`config.mk`:
```
export PLATFORM = sky130hd
export DESIGN_NAME = haptic_sequence_loop
export DESIGN_NICKNAME = d
export VERILOG_FILES = /design/src/design/hap_seq_pkg.sv /design/src/design/haptic_sequence_loop.sv /design/src/design/step_timer.sv
export SDC_FILE = /design/constraint.sdc
export NUM_CORES = 1
export LEC_CHECK = 0
export ABC_AREA = 0
export BUFFER_PORTS_ARGS = -buffer_cell sky130_fd_sc_hd__buf_2
export CAP_MARGIN = 20
export CORE_MARGIN = 4
export CORE_UTILIZATION = 45
export DETAILED_ROUTE_END_ITERATION = 8
export PLACE_DENSITY = 0.74
export SYNTH_ARGS = -nofsm -noshare
export SYNTH_HDL_FRONTEND = slang
export SYNTH_SLANG_ARGS = --single-unit
```
`constraint.sdc`:
```
create_clock -name clk_i -period 4.7 [get_ports clk_i]
set_clock_uncertainty 0.05 [all_clocks]
set_input_delay 0.705 -clock clk_i [delete_from_list [all_inputs] [get_ports clk_i]]
set_output_delay 0.705 -clock clk_i [all_outputs]
set_load 0.02 [all_outputs]
```
`src/design/hap_seq_pkg.sv`:
```
package hap_seq_pkg;

  localparam int DATA_W = 32;
  localparam int IDX_W = 8;
  localparam int NUM_SLOTS = 8;
  localparam int CYC_W = 32;

  // Register indices; byte address is four times the index
  localparam logic [7:0] IDX_CTRL = 8'h01;
  localparam logic [7:0] IDX_STATUS = 8'h02;
  localparam logic [7:0] IDX_SLOT_ID0 = 8'h08;
  localparam logic [7:0] IDX_SLOT_REPEAT = 8'h12;
  localparam logic [7:0] IDX_MAIN_LOOP = 8'h19;
  localparam logic [7:0] IDX_OD_OFFSET = 8'h1A;
  localparam logic [7:0] IDX_SP_OFFSET = 8'h1B;

  localparam int CTRL_GO_BIT = 0;
  localparam int CTRL_CLOSED_BIT = 1;
  localparam int CTRL_SHORT_BIT = 2;
  localparam int STATUS_BUSY_BIT = 0;
  localparam int STATUS_SLOT_LSB = 4;
  localparam int STATUS_PASS_LSB = 8;
  localparam int MAIN_LOOP_MSB = 2;

  localparam logic [7:0] MAIN_LOOP_RESET = 8'h00;
  localparam logic [7:0] OFFSET_RESET = 8'h00;
  localparam logic [15:0] SLOT_REPEAT_RESET = 16'h0000;
  localparam logic [2:0] CTRL_RESET = 3'h0;
  localparam logic [2:0] LOOP_INFINITE = 3'h7;
  localparam logic [6:0] ID_END = 7'h00;
  localparam logic [2:0] LAST_SLOT = 3'h7;

  // Playback step times and their cycle counts at the core clock
  localparam int CLK_FREQ_KHZ = 250000;
  localparam int STEP_LONG_MS = 5;
  localparam int STEP_SHORT_MS = 1;
  localparam int STEP_LONG_CYCLES = STEP_LONG_MS * CLK_FREQ_KHZ;
  localparam int STEP_SHORT_CYCLES = STEP_SHORT_MS * CLK_FREQ_KHZ;

  typedef enum logic [3:0] {
    ST_IDLE = 4'b0001,
    ST_LAUNCH = 4'b0010,
    ST_FETCH = 4'b0100,
    ST_RUN = 4'b1000
  } state_t;

  // Signed offset applied to a step count, negative results clamp to zero
  function automatic logic [8:0] adjust_steps(input logic [7:0] steps,
                                              input logic [7:0] offset);
    logic signed [9:0] sum;
    sum = signed'({2'b00, steps}) + signed'({{2{offset[7]}}, offset});
    if (sum[9]) begin
      return 9'h000;
    end
    return sum[8:0];
  endfunction

endpackage

```
`src/design/haptic_sequence_loop.sv`:
```
// Function
// - Main loop 0 plays the sequence once; 1 to 6 repeat it that often more.
// - Main loop 7 repeats forever until trigger or cleared go bit stops it.
// - Slots play in order; a pass ends at identifier 0 or after eight slots.
// - Waveform segments at the waveform's peak are overdrive and get its offset.
// - Overdrive offset only in open loop; closed loop ignores it.
// - Overdrive offset is signed; change equals offset times step time.
// - Other positive segments are positive sustain and get its offset.
// - Sustain offset is signed; change equals offset times step time.
// - Each slot's 2-bit repeat field plays its effect one to four times.
`timescale 1ns/1ps
`default_nettype none
module haptic_sequence_loop
  import hap_seq_pkg::*;
#(
  parameter int LONG_CYCLES = STEP_LONG_CYCLES,
  parameter int SHORT_CYCLES = STEP_SHORT_CYCLES
) (
  input wire logic clk_i,
  input wire logic rst_i,
  // Wishbone classic slave
  input wire logic cyc_i,
  input wire logic stb_i,
  input wire logic we_i,
  input wire logic [9:0] adr_i,
  input wire logic [3:0] sel_i,
  input wire logic [DATA_W-1:0] dat_i,
  output logic [DATA_W-1:0] dat_o,
  output logic ack_o,
  // External trigger pulse
  input wire logic trig_i,
  // Waveform library
  output logic effect_start_o,
  output logic [6:0] effect_id_o,
  output logic seg_ready_o,
  input wire logic seg_valid_i,
  input wire logic [7:0] seg_amp_i,
  input wire logic [7:0] seg_steps_i,
  input wire logic seg_last_i,
  input wire logic [7:0] wave_peak_i,
  // Drive output
  output logic [7:0] drive_amp_o,
  output logic drive_active_o
);

  logic [7:0] main_loop_count;
  logic [7:0] overdrive_offset;
  logic [7:0] positive_sustain_offset;
  logic [15:0] slot_repeat_count;
  logic [6:0] slot_id [NUM_SLOTS];
  logic go;
  logic closed_loop;
  logic step_short;

  state_t st;
  logic [2:0] slot;
  logic [1:0] rep;
  logic [2:0] pass;
  logic [7:0] cur_amp;
  logic cur_last;
  logic timer_start;
  logic [8:0] timer_steps;
  logic timer_done;
  logic stop;
  logic done_evt;
  logic [CYC_W-1:0] step_cycles;

  logic bus_req;
  logic wr;
  logic [7:0] idx;
  logic [DATA_W-1:0] next_rdata;

  logic seg_od;
  logic [7:0] seg_offset;
  logic [1:0] slot_reps;
  logic pass_end;
  logic more_passes;
  logic seg_run;
  logic drive_on;

  assign bus_req = cyc_i && stb_i && !ack_o;
  assign wr = bus_req && we_i;
  assign idx = adr_i[9:2];

  // One wait state: ack in the cycle after the request is seen
  always_ff @(posedge clk_i) begin
    if (rst_i) begin
      ack_o <= 1'b0;
      dat_o <= '0;
    end else begin
      ack_o <= bus_req;
      if (bus_req && !we_i) begin
        dat_o <= next_rdata;
      end
    end
  end

  always_comb begin
    next_rdata = '0;
    if (idx >= IDX_SLOT_ID0 && idx < IDX_SLOT_ID0 + 8'(NUM_SLOTS)) begin
      next_rdata[6:0] = slot_id[3'(idx - IDX_SLOT_ID0)];
    end else begin
      unique case (idx)
        IDX_CTRL: begin
          next_rdata[CTRL_GO_BIT] = go;
          next_rdata[CTRL_CLOSED_BIT] = closed_loop;
          next_rdata[CTRL_SHORT_BIT] = step_short;
        end
        IDX_STATUS: begin
          next_rdata[STATUS_BUSY_BIT] = (st != ST_IDLE);
          next_rdata[STATUS_SLOT_LSB +: 3] = slot;
          next_rdata[STATUS_PASS_LSB +: 3] = pass;
        end
        IDX_SLOT_REPEAT: next_rdata[15:0] = slot_repeat_count;
        IDX_MAIN_LOOP: next_rdata[7:0] = main_loop_count;
        IDX_OD_OFFSET: next_rdata[7:0] = overdrive_offset;
        IDX_SP_OFFSET: next_rdata[7:0] = positive_sustain_offset;
        default: next_rdata = '0;
      endcase
    end
  end

  always_ff @(posedge clk_i) begin
    if (rst_i) begin
      main_loop_count <= MAIN_LOOP_RESET;
      overdrive_offset <= OFFSET_RESET;
      positive_sustain_offset <= OFFSET_RESET;
      slot_repeat_count <= SLOT_REPEAT_RESET;
      closed_loop <= CTRL_RESET[CTRL_CLOSED_BIT];
      step_short <= CTRL_RESET[CTRL_SHORT_BIT];
    end else if (wr) begin
      if (sel_i[0]) begin
        unique case (idx)
          IDX_MAIN_LOOP: main_loop_count <= dat_i[7:0];
          IDX_OD_OFFSET: overdrive_offset <= dat_i[7:0];
          IDX_SP_OFFSET: positive_sustain_offset <= dat_i[7:0];
          IDX_SLOT_REPEAT: slot_repeat_count[7:0] <= dat_i[7:0];
          IDX_CTRL: begin
            closed_loop <= dat_i[CTRL_CLOSED_BIT];
            step_short <= dat_i[CTRL_SHORT_BIT];
          end
          default: ;
        endcase
      end
      if (sel_i[1] && idx == IDX_SLOT_REPEAT) begin
        slot_repeat_count[15:8] <= dat_i[15:8];
      end
    end
  end

  always_ff @(posedge clk_i) begin
    if (rst_i) begin
      for (int i = 0; i < NUM_SLOTS; i++) begin
        slot_id[i] <= ID_END;
      end
    end else if (wr && sel_i[0] && idx >= IDX_SLOT_ID0 &&
                 idx < IDX_SLOT_ID0 + 8'(NUM_SLOTS)) begin
      slot_id[3'(idx - IDX_SLOT_ID0)] <= dat_i[6:0];
    end
  end

  // Software write wins; otherwise end of play or a stop clears go
  always_ff @(posedge clk_i) begin
    if (rst_i) begin
      go <= CTRL_RESET[CTRL_GO_BIT];
    end else if (wr && sel_i[0] && idx == IDX_CTRL) begin
      go <= dat_i[CTRL_GO_BIT];
    end else if (done_evt || (trig_i && st != ST_IDLE)) begin
      go <= 1'b0;
    end else if (trig_i && st == ST_IDLE) begin
      go <= 1'b1;
    end
  end

  assign stop = (st != ST_IDLE) && (trig_i || !go);
  assign seg_ready_o = (st == ST_FETCH);
  assign step_cycles = step_short ? CYC_W'(SHORT_CYCLES) :
                       CYC_W'(LONG_CYCLES);

  // Segment class: peak value is overdrive, other positives are sustain
  assign seg_od = (seg_amp_i == wave_peak_i);
  always_comb begin
    seg_offset = 8'h00;
    if (seg_od) begin
      if (!closed_loop) begin
        seg_offset = overdrive_offset;
      end
    end else if (!seg_amp_i[7] && seg_amp_i != 8'h00) begin
      seg_offset = positive_sustain_offset;
    end
  end

  assign slot_reps = slot_repeat_count[{slot, 1'b0} +: 2];
  assign pass_end = (slot == LAST_SLOT) ||
                    (slot_id[3'(slot + 3'h1)] == ID_END);
  assign more_passes = (main_loop_count[MAIN_LOOP_MSB:0] == LOOP_INFINITE) ||
                       (pass < main_loop_count[MAIN_LOOP_MSB:0]);

  always_ff @(posedge clk_i) begin
    if (rst_i) begin
      st <= ST_IDLE;
      slot <= 3'h0;
      rep <= 2'h0;
      pass <= 3'h0;
      cur_amp <= 8'h00;
      cur_last <= 1'b0;
      timer_start <= 1'b0;
      timer_steps <= 9'h000;
      effect_start_o <= 1'b0;
      effect_id_o <= 7'h00;
      done_evt <= 1'b0;
    end else begin
      timer_start <= 1'b0;
      effect_start_o <= 1'b0;
      done_evt <= 1'b0;
      if (stop) begin
        st <= ST_IDLE;
      end else begin
        unique case (st)
          ST_IDLE: begin
            if (go && !done_evt) begin
              slot <= 3'h0;
              rep <= 2'h0;
              pass <= 3'h0;
              if (slot_id[0] == ID_END) begin
                done_evt <= 1'b1;
              end else begin
                st <= ST_LAUNCH;
              end
            end
          end
          ST_LAUNCH: begin
            effect_start_o <= 1'b1;
            effect_id_o <= slot_id[slot];
            st <= ST_FETCH;
          end
          ST_FETCH: begin
            if (seg_valid_i) begin
              cur_amp <= seg_amp_i;
              cur_last <= seg_last_i;
              timer_steps <= adjust_steps(seg_steps_i, seg_offset);
              timer_start <= 1'b1;
              st <= ST_RUN;
            end
          end
          ST_RUN: begin
            if (timer_done) begin
              if (!cur_last) begin
                st <= ST_FETCH;
              end else if (rep < slot_reps) begin
                rep <= rep + 2'h1;
                st <= ST_LAUNCH;
              end else if (!pass_end) begin
                rep <= 2'h0;
                slot <= slot + 3'h1;
                st <= ST_LAUNCH;
              end else if (more_passes) begin
                rep <= 2'h0;
                slot <= 3'h0;
                pass <= pass + 3'h1;
                st <= ST_LAUNCH;
              end else begin
                done_evt <= 1'b1;
                st <= ST_IDLE;
              end
            end
          end
          default: st <= ST_IDLE;
        endcase
      end
    end
  end

  // Segment is live only while its timer runs a nonzero length
  always_ff @(posedge clk_i) begin
    if (rst_i || stop) begin
      seg_run <= 1'b0;
    end else if (timer_start) begin
      seg_run <= (timer_steps != 9'h000);
    end else if (timer_done) begin
      seg_run <= 1'b0;
    end
  end

  assign drive_on = seg_run && !timer_done && !stop;

  always_ff @(posedge clk_i) begin
    if (rst_i) begin
      drive_amp_o <= 8'h00;
      drive_active_o <= 1'b0;
    end else begin
      drive_active_o <= drive_on;
      drive_amp_o <= drive_on ? cur_amp : 8'h00;
    end
  end

  step_timer #(
    .CW(CYC_W)
  ) u_timer (
    .clk_i(clk_i),
    .rst_i(rst_i),
    .start_i(timer_start),
    .abort_i(stop),
    .steps_i(timer_steps),
    .step_cycles_i(step_cycles),
    .done_o(timer_done)
  );

endmodule
`default_nettype wire

```
`src/design/step_timer.sv`:
```
`timescale 1ns/1ps
`default_nettype none
module step_timer
  import hap_seq_pkg::*;
#(
  parameter int CW = CYC_W
) (
  input wire logic clk_i,
  input wire logic rst_i,
  input wire logic start_i,
  input wire logic abort_i,
  input wire logic [8:0] steps_i,
  input wire logic [CW-1:0] step_cycles_i,
  output logic done_o
);

  logic running;
  logic [8:0] steps_left;
  logic [CW-1:0] cyc;

  always_ff @(posedge clk_i) begin
    if (rst_i || abort_i) begin
      running <= 1'b0;
      done_o <= 1'b0;
      steps_left <= 9'h000;
      cyc <= '0;
    end else begin
      done_o <= 1'b0;
      if (start_i) begin
        steps_left <= steps_i;
        cyc <= '0;
        running <= (steps_i != 9'h000);
        done_o <= (steps_i == 9'h000);
      end else if (running) begin
        if (cyc == step_cycles_i - CW'(1)) begin
          cyc <= '0;
          steps_left <= steps_left - 9'h001;
          if (steps_left == 9'h001) begin
            running <= 1'b0;
            done_o <= 1'b1;
          end
        end else begin
          cyc <= cyc + CW'(1);
        end
      end
    end
  end

endmodule
`default_nettype wire

```
==> impl_metrics.csv, run 1 <==
group,metric,value,unit
critical_path,cp-end-kind,"flip-flop",
clocking,clk-insertion-delay-late,0.52,ns
clocking,ctsResizeCount,0,
critical_path,critPathMaxFanout,8,
timing,timing.final.crit_share,0.772,
critical_path,critical_path_class,"input port to flip-flop",
floorplan,dieArea,25900,um^2
power_and_ir_drop,clkPwrFrac,0.445,
clocking,postCtsSetupBuffers,0,
global_route,grt_pass1_vias,8278,
global_route,track_usage,0.202,
floorplan,initial_core_util,0.462,
logic_synthesis,ys.flop_type,"dfxtp_1",
worst_hold_path,worstHoldStart,"dat_i[14]",
critical_path,slowest_stage,"nor3_1",
layout,num_antenna_cells,0,
timing,hold_viol,0,
critical_path,path_cells,"buf_2 > xor2_1 > nor4_1 > nand2_1 > nor2_1 > a22o_1 > ha_1 > or4_1 > and4b_1 > nor2_1 > xnor2_1 > nor3_1 > a22o_1",
floorplan,core-area,22800,um^2
critical_path,cp_data_arrival_time,4.03,ns
clocking,cts_tree,"done",
critical_path,critPathMaxStageDelay,0.60,ns
route,wl_per_cell,18.4,um
global_route,grt_pass1_wl,43100,um
logic_synthesis,synth_area_leaders,"dfxtp_1, edfxtp_1, mux2i_1, nor2_1, mux4_2",
floorplan,die_w,161,um
critical_path,setup.worst_path.start,"seg_amp_i[1]",
run_status,status,"finished, final reports clean",
route,drtIter0Drc,658,
logic_synthesis,synthCells,1060,
floorplan,rows,55,
clocking,cts_hold_buf,0,
route,first_pass_iters,5,
power_and_ir_drop,power_density,363,nW/um^2
layout,fin_nets,1230,
clocking,numCtsBuffers,24,
route,totalWireLength,27000,um
timing,hold_slack,0.375,ns
critical_path,reg2reg_from,"slot_id[0][4]$_SDFFCE_PN0P_",
logic_synthesis,ys_types,69,
logic_synthesis,yosysWarnings,0,
floorplan,die_h,161,um
placement,gp_routability_congestion,0.908,
power_and_ir_drop,p_leak,4.66,nW
timing,slew_violations,0,
timing,max_slew.worst_pin.slew,1.02,ns
logic_synthesis,async_reset_ff_frac,0,
timing,slew_headroom,0.318,
critical_path,critPathLaunchType,"input port",
layout,synthToLayoutAreaGrowth,13.9,%
run,maxCapViolCount,0,
global_route,overflow,0,
clocking,path_clk_slew,0.06,ns
route,drc,0,
power_and_ir_drop,vdd_drop_max,0.263,mV
logic_synthesis,syn_avg_cell_area,9.95,um^2
layout,drive_above_1_share,0.160,
route,routed_via_density,5.69,
logic_synthesis,ys_ff_latch,209,
timing,fmax,276,MHz
layout,n_fill_cell,2090,
power_and_ir_drop,p_int,3.24,mW
worst_hold_path,hold_class,"input port to flip-flop",
placement,place_hpwl,19200,um
global_route,antenna_found_initial,0,
logic_synthesis,syn-cell-area,10500,um^2
logic_synthesis,synth_top_area_cell,"dfxtp_1",
power_and_ir_drop,swShare,0.257,
route,ant_nets,0,
clocking,cts-root-buf,"clkbuf_16",
clocking,cts.sinks,209,
logic_synthesis,synth_edf_count,56,
placement,io_buffer_count,92,
route,num_vias,8336,
logic_synthesis,seq_area_frac_synth,0.450,
floorplan,io_pins,129,
power_and_ir_drop,p_switching,1.12,mW
timing,fin_tns_setup,0,ns
timing,rsz0062_at_grt,"no",
clocking,htreeDepth,1,
power_and_ir_drop,combPwrFrac,0.110,
power_and_ir_drop,pwr-share-seq,0.446,
clocking,clock_path_buffers,3,
critical_path,crit_required,5.10,ns
timing,finalCriticalPeriod,3.63,ns
timing,setup_viol,0,
logic_synthesis,synth.top_cell.area_share,0.290,
global_route,grt_max_degree,59,
[Yosys cell counts (all sizes together), types with 4 or more instances]
| library cell | count |
|---|---|
| and4 | 5 |
| a31oi | 4 |
| a211oi | 8 |
| o21a | 8 |
| or2 | 11 |
| inv | 14 |
| nand2 | 48 |
| o211ai | 4 |
| nand2b | 11 |
| edfxtp | 56 |
| nor4 | 25 |
| nor4b | 9 |
| a22oi | 14 |
| or3 | 5 |
| a221oi | 10 |
| nor2b | 8 |
| and2 | 69 |
| mux4 | 25 |
| xnor2 | 15 |
| nor3 | 21 |
| nand3b | 5 |
| a222oi | 8 |
| a21oi | 31 |
| xor2 | 35 |
| and3 | 12 |
| a22o | 18 |
| ha | 18 |
| mux2i | 69 |
| nand4 | 8 |
| nand3 | 23 |
| or4 | 5 |
| mux2 | 7 |
| and4b | 5 |
| buf | 27 |
| nor2 | 169 |
| dfxtp | 153 |
| clkbuf | 41 |
| o21ai | 22 |
[logic make-up after synthesis]
family          after synthesis  share of synthesized area
flops                       209                      0.450
compound gates              149                      0.102
mux                         101                      0.127
fa+ha+maj                    19                     0.0233
simple gates                449                      0.219
other cells                   1                   0.000356
xor+xnor                     50                     0.0415
buf+inv                      82                     0.0364
[final cells by class]
class	count	area, um^2	share of cell area
multi-input combinational	784	5470	0.456
sequential	209	4740	0.395
inverter	14	52.6	0.00437
clock inverter	9	134	0.0111
timing repair buffer	100	523	0.0435
tap	313	392	0.0326
clock buffer	35	694	0.0578
[routing by layer]
metal  vias to the layer above  track usage  share of wire
li1                       3965            -              -
met1                      4027        0.251           0.41
met2                       279        0.356           0.50
met3                        65       0.0339          0.056
met4                         0       0.0690          0.028
met5                         -            0              0
[stage by stage]
| stage | instances | setup slack, ns | area [um^2] | total power [mW] | util |
|---|---|---|---|---|---|
| final | 1464 | 1.07 | 12000 | 4.36 | 0.526 |
| after global placement | 1420 | 0.616 | 11200 | 2.44 | 0.490 |
| after global routing | 1464 | 0.729 | 12000 | 4.52 | 0.526 |
| after detailed placement | 1420 | 0.574 | 11200 | 2.45 | 0.490 |
| after CTS | 1464 | 1.08 | 12000 | 4.38 | 0.526 |
| after floorplan | 1075 | 0.999 | 10600 | 2.32 | - |
[final timing paths]
path              slack, ns  cells past startpoint                            endpoint
hold reg to reg        0.40                      2               dat_o[0]$_SDFFE_PP0P_
setup reg to reg       1.51                      7         timer_steps[2]$_SDFFE_PP0P_
setup / recovery       1.07                     13         timer_steps[0]$_SDFFE_PP0P_
hold / removal         0.37                      3  slot_repeat_count[14]$_SDFFE_PP0P_
[power groups by stage]
stage	registers [mW]	clock network, mW	logic (mW)
floorplan	1.95	0	0.366
global placement	1.97	0	0.464
detailed placement	1.98	0	0.470
CTS	1.94	1.97	0.476
global route	1.94	2.05	0.527
finish	1.94	1.94	0.479
[cells in the final DEF, fill, tap and decap left out, types with 18 or more instances in the layout]
| cell | instances |
|---|---|
| nand3_1 | 23 |
| clkbuf_16 | 25 |
| a21oi_1 | 30 |
| o21ai_0 | 18 |
| nor2_1 | 169 |
| a22o_1 | 18 |
| buf_2 | 91 |
| and2_1 | 69 |
| nor3_1 | 21 |
| dfxtp_1 | 153 |
| nand2_1 | 48 |
| mux4_2 | 24 |
| nor4_1 | 24 |
| ha_1 | 18 |
| xor2_1 | 35 |
| edfxtp_1 | 56 |
| mux2i_1 | 69 |
[worst max-delay path, delay by kind of cell]
family / cells / cell delay, ns
AO/OA/AOI/OAI: 2 / 0.47
buffers and inverters: 1 / 0.12
AND/OR/NAND/NOR: 7 / 2.24
XOR/XNOR: 2 / 0.23
adder cells (fa/ha/maj): 1 / 0.27
[state kept, by name, summed over array words and instances (netlist names), 8 cells and up]
register                 flops
drive_amp_o                  8
positive_sustain_offset      8
timer_steps                  9
cur_amp                      8
slot_repeat_count           16
slot_id                     56
overdrive_offset             8
u_timer.cyc                 32
u_timer.steps_left           9
main_loop_count              8
dat_o                       16
No activity file was read; power rests on OpenSTA's default activity.
==> run 2: changes to the inputs <==
--- a/config.mk
+++ b/config.mk
@@ -11,7 +11,7 @@
 export CORE_MARGIN = 4
 export CORE_UTILIZATION = 45
 export DETAILED_ROUTE_END_ITERATION = 8
-export PLACE_DENSITY = 0.74
+export PLACE_DENSITY = 0.77
 export SYNTH_ARGS = -nofsm -noshare
 export SYNTH_HDL_FRONTEND = slang
 export SYNTH_SLANG_ARGS = --single-unit
==> constraint.sdc (replaced) <==
create_clock -name clk_i -period 3.2 [get_ports clk_i]
set_clock_uncertainty 0.05 [all_clocks]
set_input_delay 0.48 -clock clk_i [delete_from_list [all_inputs] [get_ports clk_i]]
set_output_delay 0.48 -clock clk_i [all_outputs]
set_load 0.02 [all_outputs]
==> impl_metrics.csv, run 2 (synthesis results as in run 1) <==
group,metric,value,unit
run_status,status,"finished, final reports clean",
timing,timing.final.crit_share,0.927,
clocking,cts.sinks,209,
route,first_pass_iters,8,
clocking,htreeDepth,1,
clocking,cts-root-buf,"clkbuf_16",
timing,fin_ws,0.235,ns
clocking,clk-insertion-delay-late,0.51,ns
timing,fmax,337,MHz
power_and_ir_drop,pwr-share-seq,0.460,
route,highest_layer,"met4",
floorplan,dieArea,25900,um^2
placement,place_hpwl,19700,um
critical_path,rr_worst_depth,9,
layout,top_register,"slot_id",
global_route,overflow,0,
route,wl_per_cell,18.0,um
floorplan,core-area,22800,um^2
placement,gp_routability_congestion,0.918,
layout,fin_nets,1277,
global_route,grt_max_degree,47,
critical_path,crit_required,3.60,ns
critical_path,cpMostUsedCell,"a22o_1",
floorplan,io_pins,129,
clocking,cts_tree,"done",
layout,synthToLayoutAreaGrowth,16.8,%
critical_path,critPathMaxStageDelay,0.32,ns
critical_path,slowest_stage,"ha_1",
critical_path,path_delay_family,"simple AND/OR/NAND/NOR gates",
route,totalWireLength,27200,um
layout,reg_top3,"slot_id: 56 flops, u_timer.cyc: 32 flops",
clocking,postCtsSetupBuffers,0,
timing,max_slew.worst_pin.slew,0.926,ns
critical_path,cp-end-kind,"flip-flop",
critical_path,cp_num_cells,15,
route,routed_via_density,5.60,
power_and_ir_drop,p_switching,1.63,mW
route,wl_met1,11400,um
placement,io_buffer_count,92,
clocking,clock_path_buffers,3,
power_and_ir_drop,p_int,4.56,mW
power_and_ir_drop,power_density,503,nW/um^2
route,num_vias,8469,
critical_path,critical_path_class,"input port to flip-flop",
floorplan,rows,55,
floorplan,die_h,161,um
clocking,path_clk_slew,0.06,ns
placement,placed_cell_area,11600,um^2
power_and_ir_drop,clkPwrFrac,0.421,
floorplan,die_w,161,um
route,wl_met2,13300,um
power_and_ir_drop,vdd_drop_max,0.325,mV
layout,drive_above_1_share,0.194,
critical_path,path_cells,"buf_2 > xor2_1 > nor4_1 > nand2_1 > and2_1 > buf_4 > a22o_1 > ha_1 > o21ai_0 > o21ai_1 > and4b_1 > nor2_1 > xnor2_1 > nor3_4 > a22o_1",
timing,rsz0062_at_grt,"no",
layout,final_cell_area,12300,um^2
critical_path,critPathLaunchType,"input port",
timing,slew_headroom,0.374,
power_and_ir_drop,swShare,0.263,
critical_path,critPathMaxFanout,8,
timing,setup_viol,0,
global_route,track_usage,0.203,
timing,hold_viol,0,
power_and_ir_drop,combPwrFrac,0.119,
timing,slew_violations,0,
layout,final_common_cell,"nor2_1",
critical_path,cp_data_arrival_time,3.37,ns
route,ant_nets,0,
global_route,grt_pass1_vias,8345,
worst_hold_path,hold_depth,3,
layout,largest_register_ffs,56,
floorplan,initial_core_util,0.462,
worst_hold_path,hold_class,"input port to flip-flop",
route,drtIter0Drc,849,
critical_path,critPathBufInv,2,
power_and_ir_drop,p_leak,4.87,nW
route,route.met3.wl,1450,um
route,drc,0,
global_route,grt_pass1_wl,43300,um
timing,finalCriticalPeriod,2.97,ns
run,maxCapViolCount,0,
layout,final_cell_mix,"nor2_1, dfxtp_1, buf_2",
clocking,numCtsBuffers,24,
placement,post-place-ws,-0.350,ns
global_route,antenna_found_initial,0,
run 2: cell types whose count changed in the layout (fill, tap and decap cells not counted), sizes merged:
cell	previous run	this run
diode	0	1
buf	100	147
clkinvlp	1	0
clkbuf	35	37
bufinv	3	0
clkinv	4	6
run 2: power by group through the flow:
stage                     clock, mW  sequential (mW)  combinational, mW
after floorplan                   0             2.87              0.538
after global placement            0             2.90              0.709
after detailed placement          0             2.90              0.717
after CTS                      2.65             2.85              0.733
after global routing           2.75             2.86              0.809
final                          2.61             2.85              0.736
run 2: repair_timing:
item | 4_1_cts | 5_1_grt
hold buffers | 0 | 0
setup endpoints to repair | 0 | 8
resized for setup | 0 | 1
run 2: cell type report:
cell class / count / area, um^2
Fill cell: 1994 / 10500
Multi-Input combinational cell: 784 / 5500
Sequential cell: 209 / 4740
Timing Repair Buffer: 147 / 876
Clock buffer: 37 / 716
Tap cell: 313 / 392
Inverter: 14 / 52.6
Clock inverter: 7 / 42.5
Antenna cell: 1 / 2.50
run 2: worst reg2reg max path, stage by stage, from the launching register on:
cell	delay [ns]
dfxtp_1	0.56
mux4_2	0.58
mux2i_1	0.19
ha_1	0.21
nor2_1	0.08
a21oi_4	0.17
o21a_4	0.19
o21ai_2	0.08
or4_1	0.47
a211oi_1	0.22
run 2: stage by stage:
step	instances	hold WS [ns]	total power, mW	TNS, ns	util
2_1_floorplan	1075	0.379	3.40	-0.256	-
3_3_place_gp	1467	0.390	3.61	-2.43	0.506
3_5_place_dp	1467	0.391	3.62	-2.81	0.506
4_1_cts	1511	0.146	6.23	0	0.539
5_1_grt	1511	0.167	6.42	0	0.539
6_report	1512	0.158	6.19	0	0.539
run 2: path summary, 6_finish.rpt:
| path | from | slack (ns) | end |
|---|---|---|---|
| setup / recovery | seg_amp_i[1] | 0.23 | timer_steps[7]$_SDFFE_PP0P_ |
| setup reg to reg | slot[0]$_SDFFE_PP0P_ | 0.31 | pass[2]$_SDFFE_PP0P_ |
| hold reg to reg | cur_amp[4]$_SDFFE_PP0P_ | 0.40 | drive_amp_o[4]$_SDFF_PP0_ |
| hold / removal | dat_i[10] | 0.16 | slot_repeat_count[10]$_SDFFE_PP0P_ |
run 2: per-layer routing:
metal	GRT usage	vias up
met5	0	-
met4	0.0737	0
met3	0.0347	77
met2	0.357	275
met1	0.251	4057
li1	-	4060
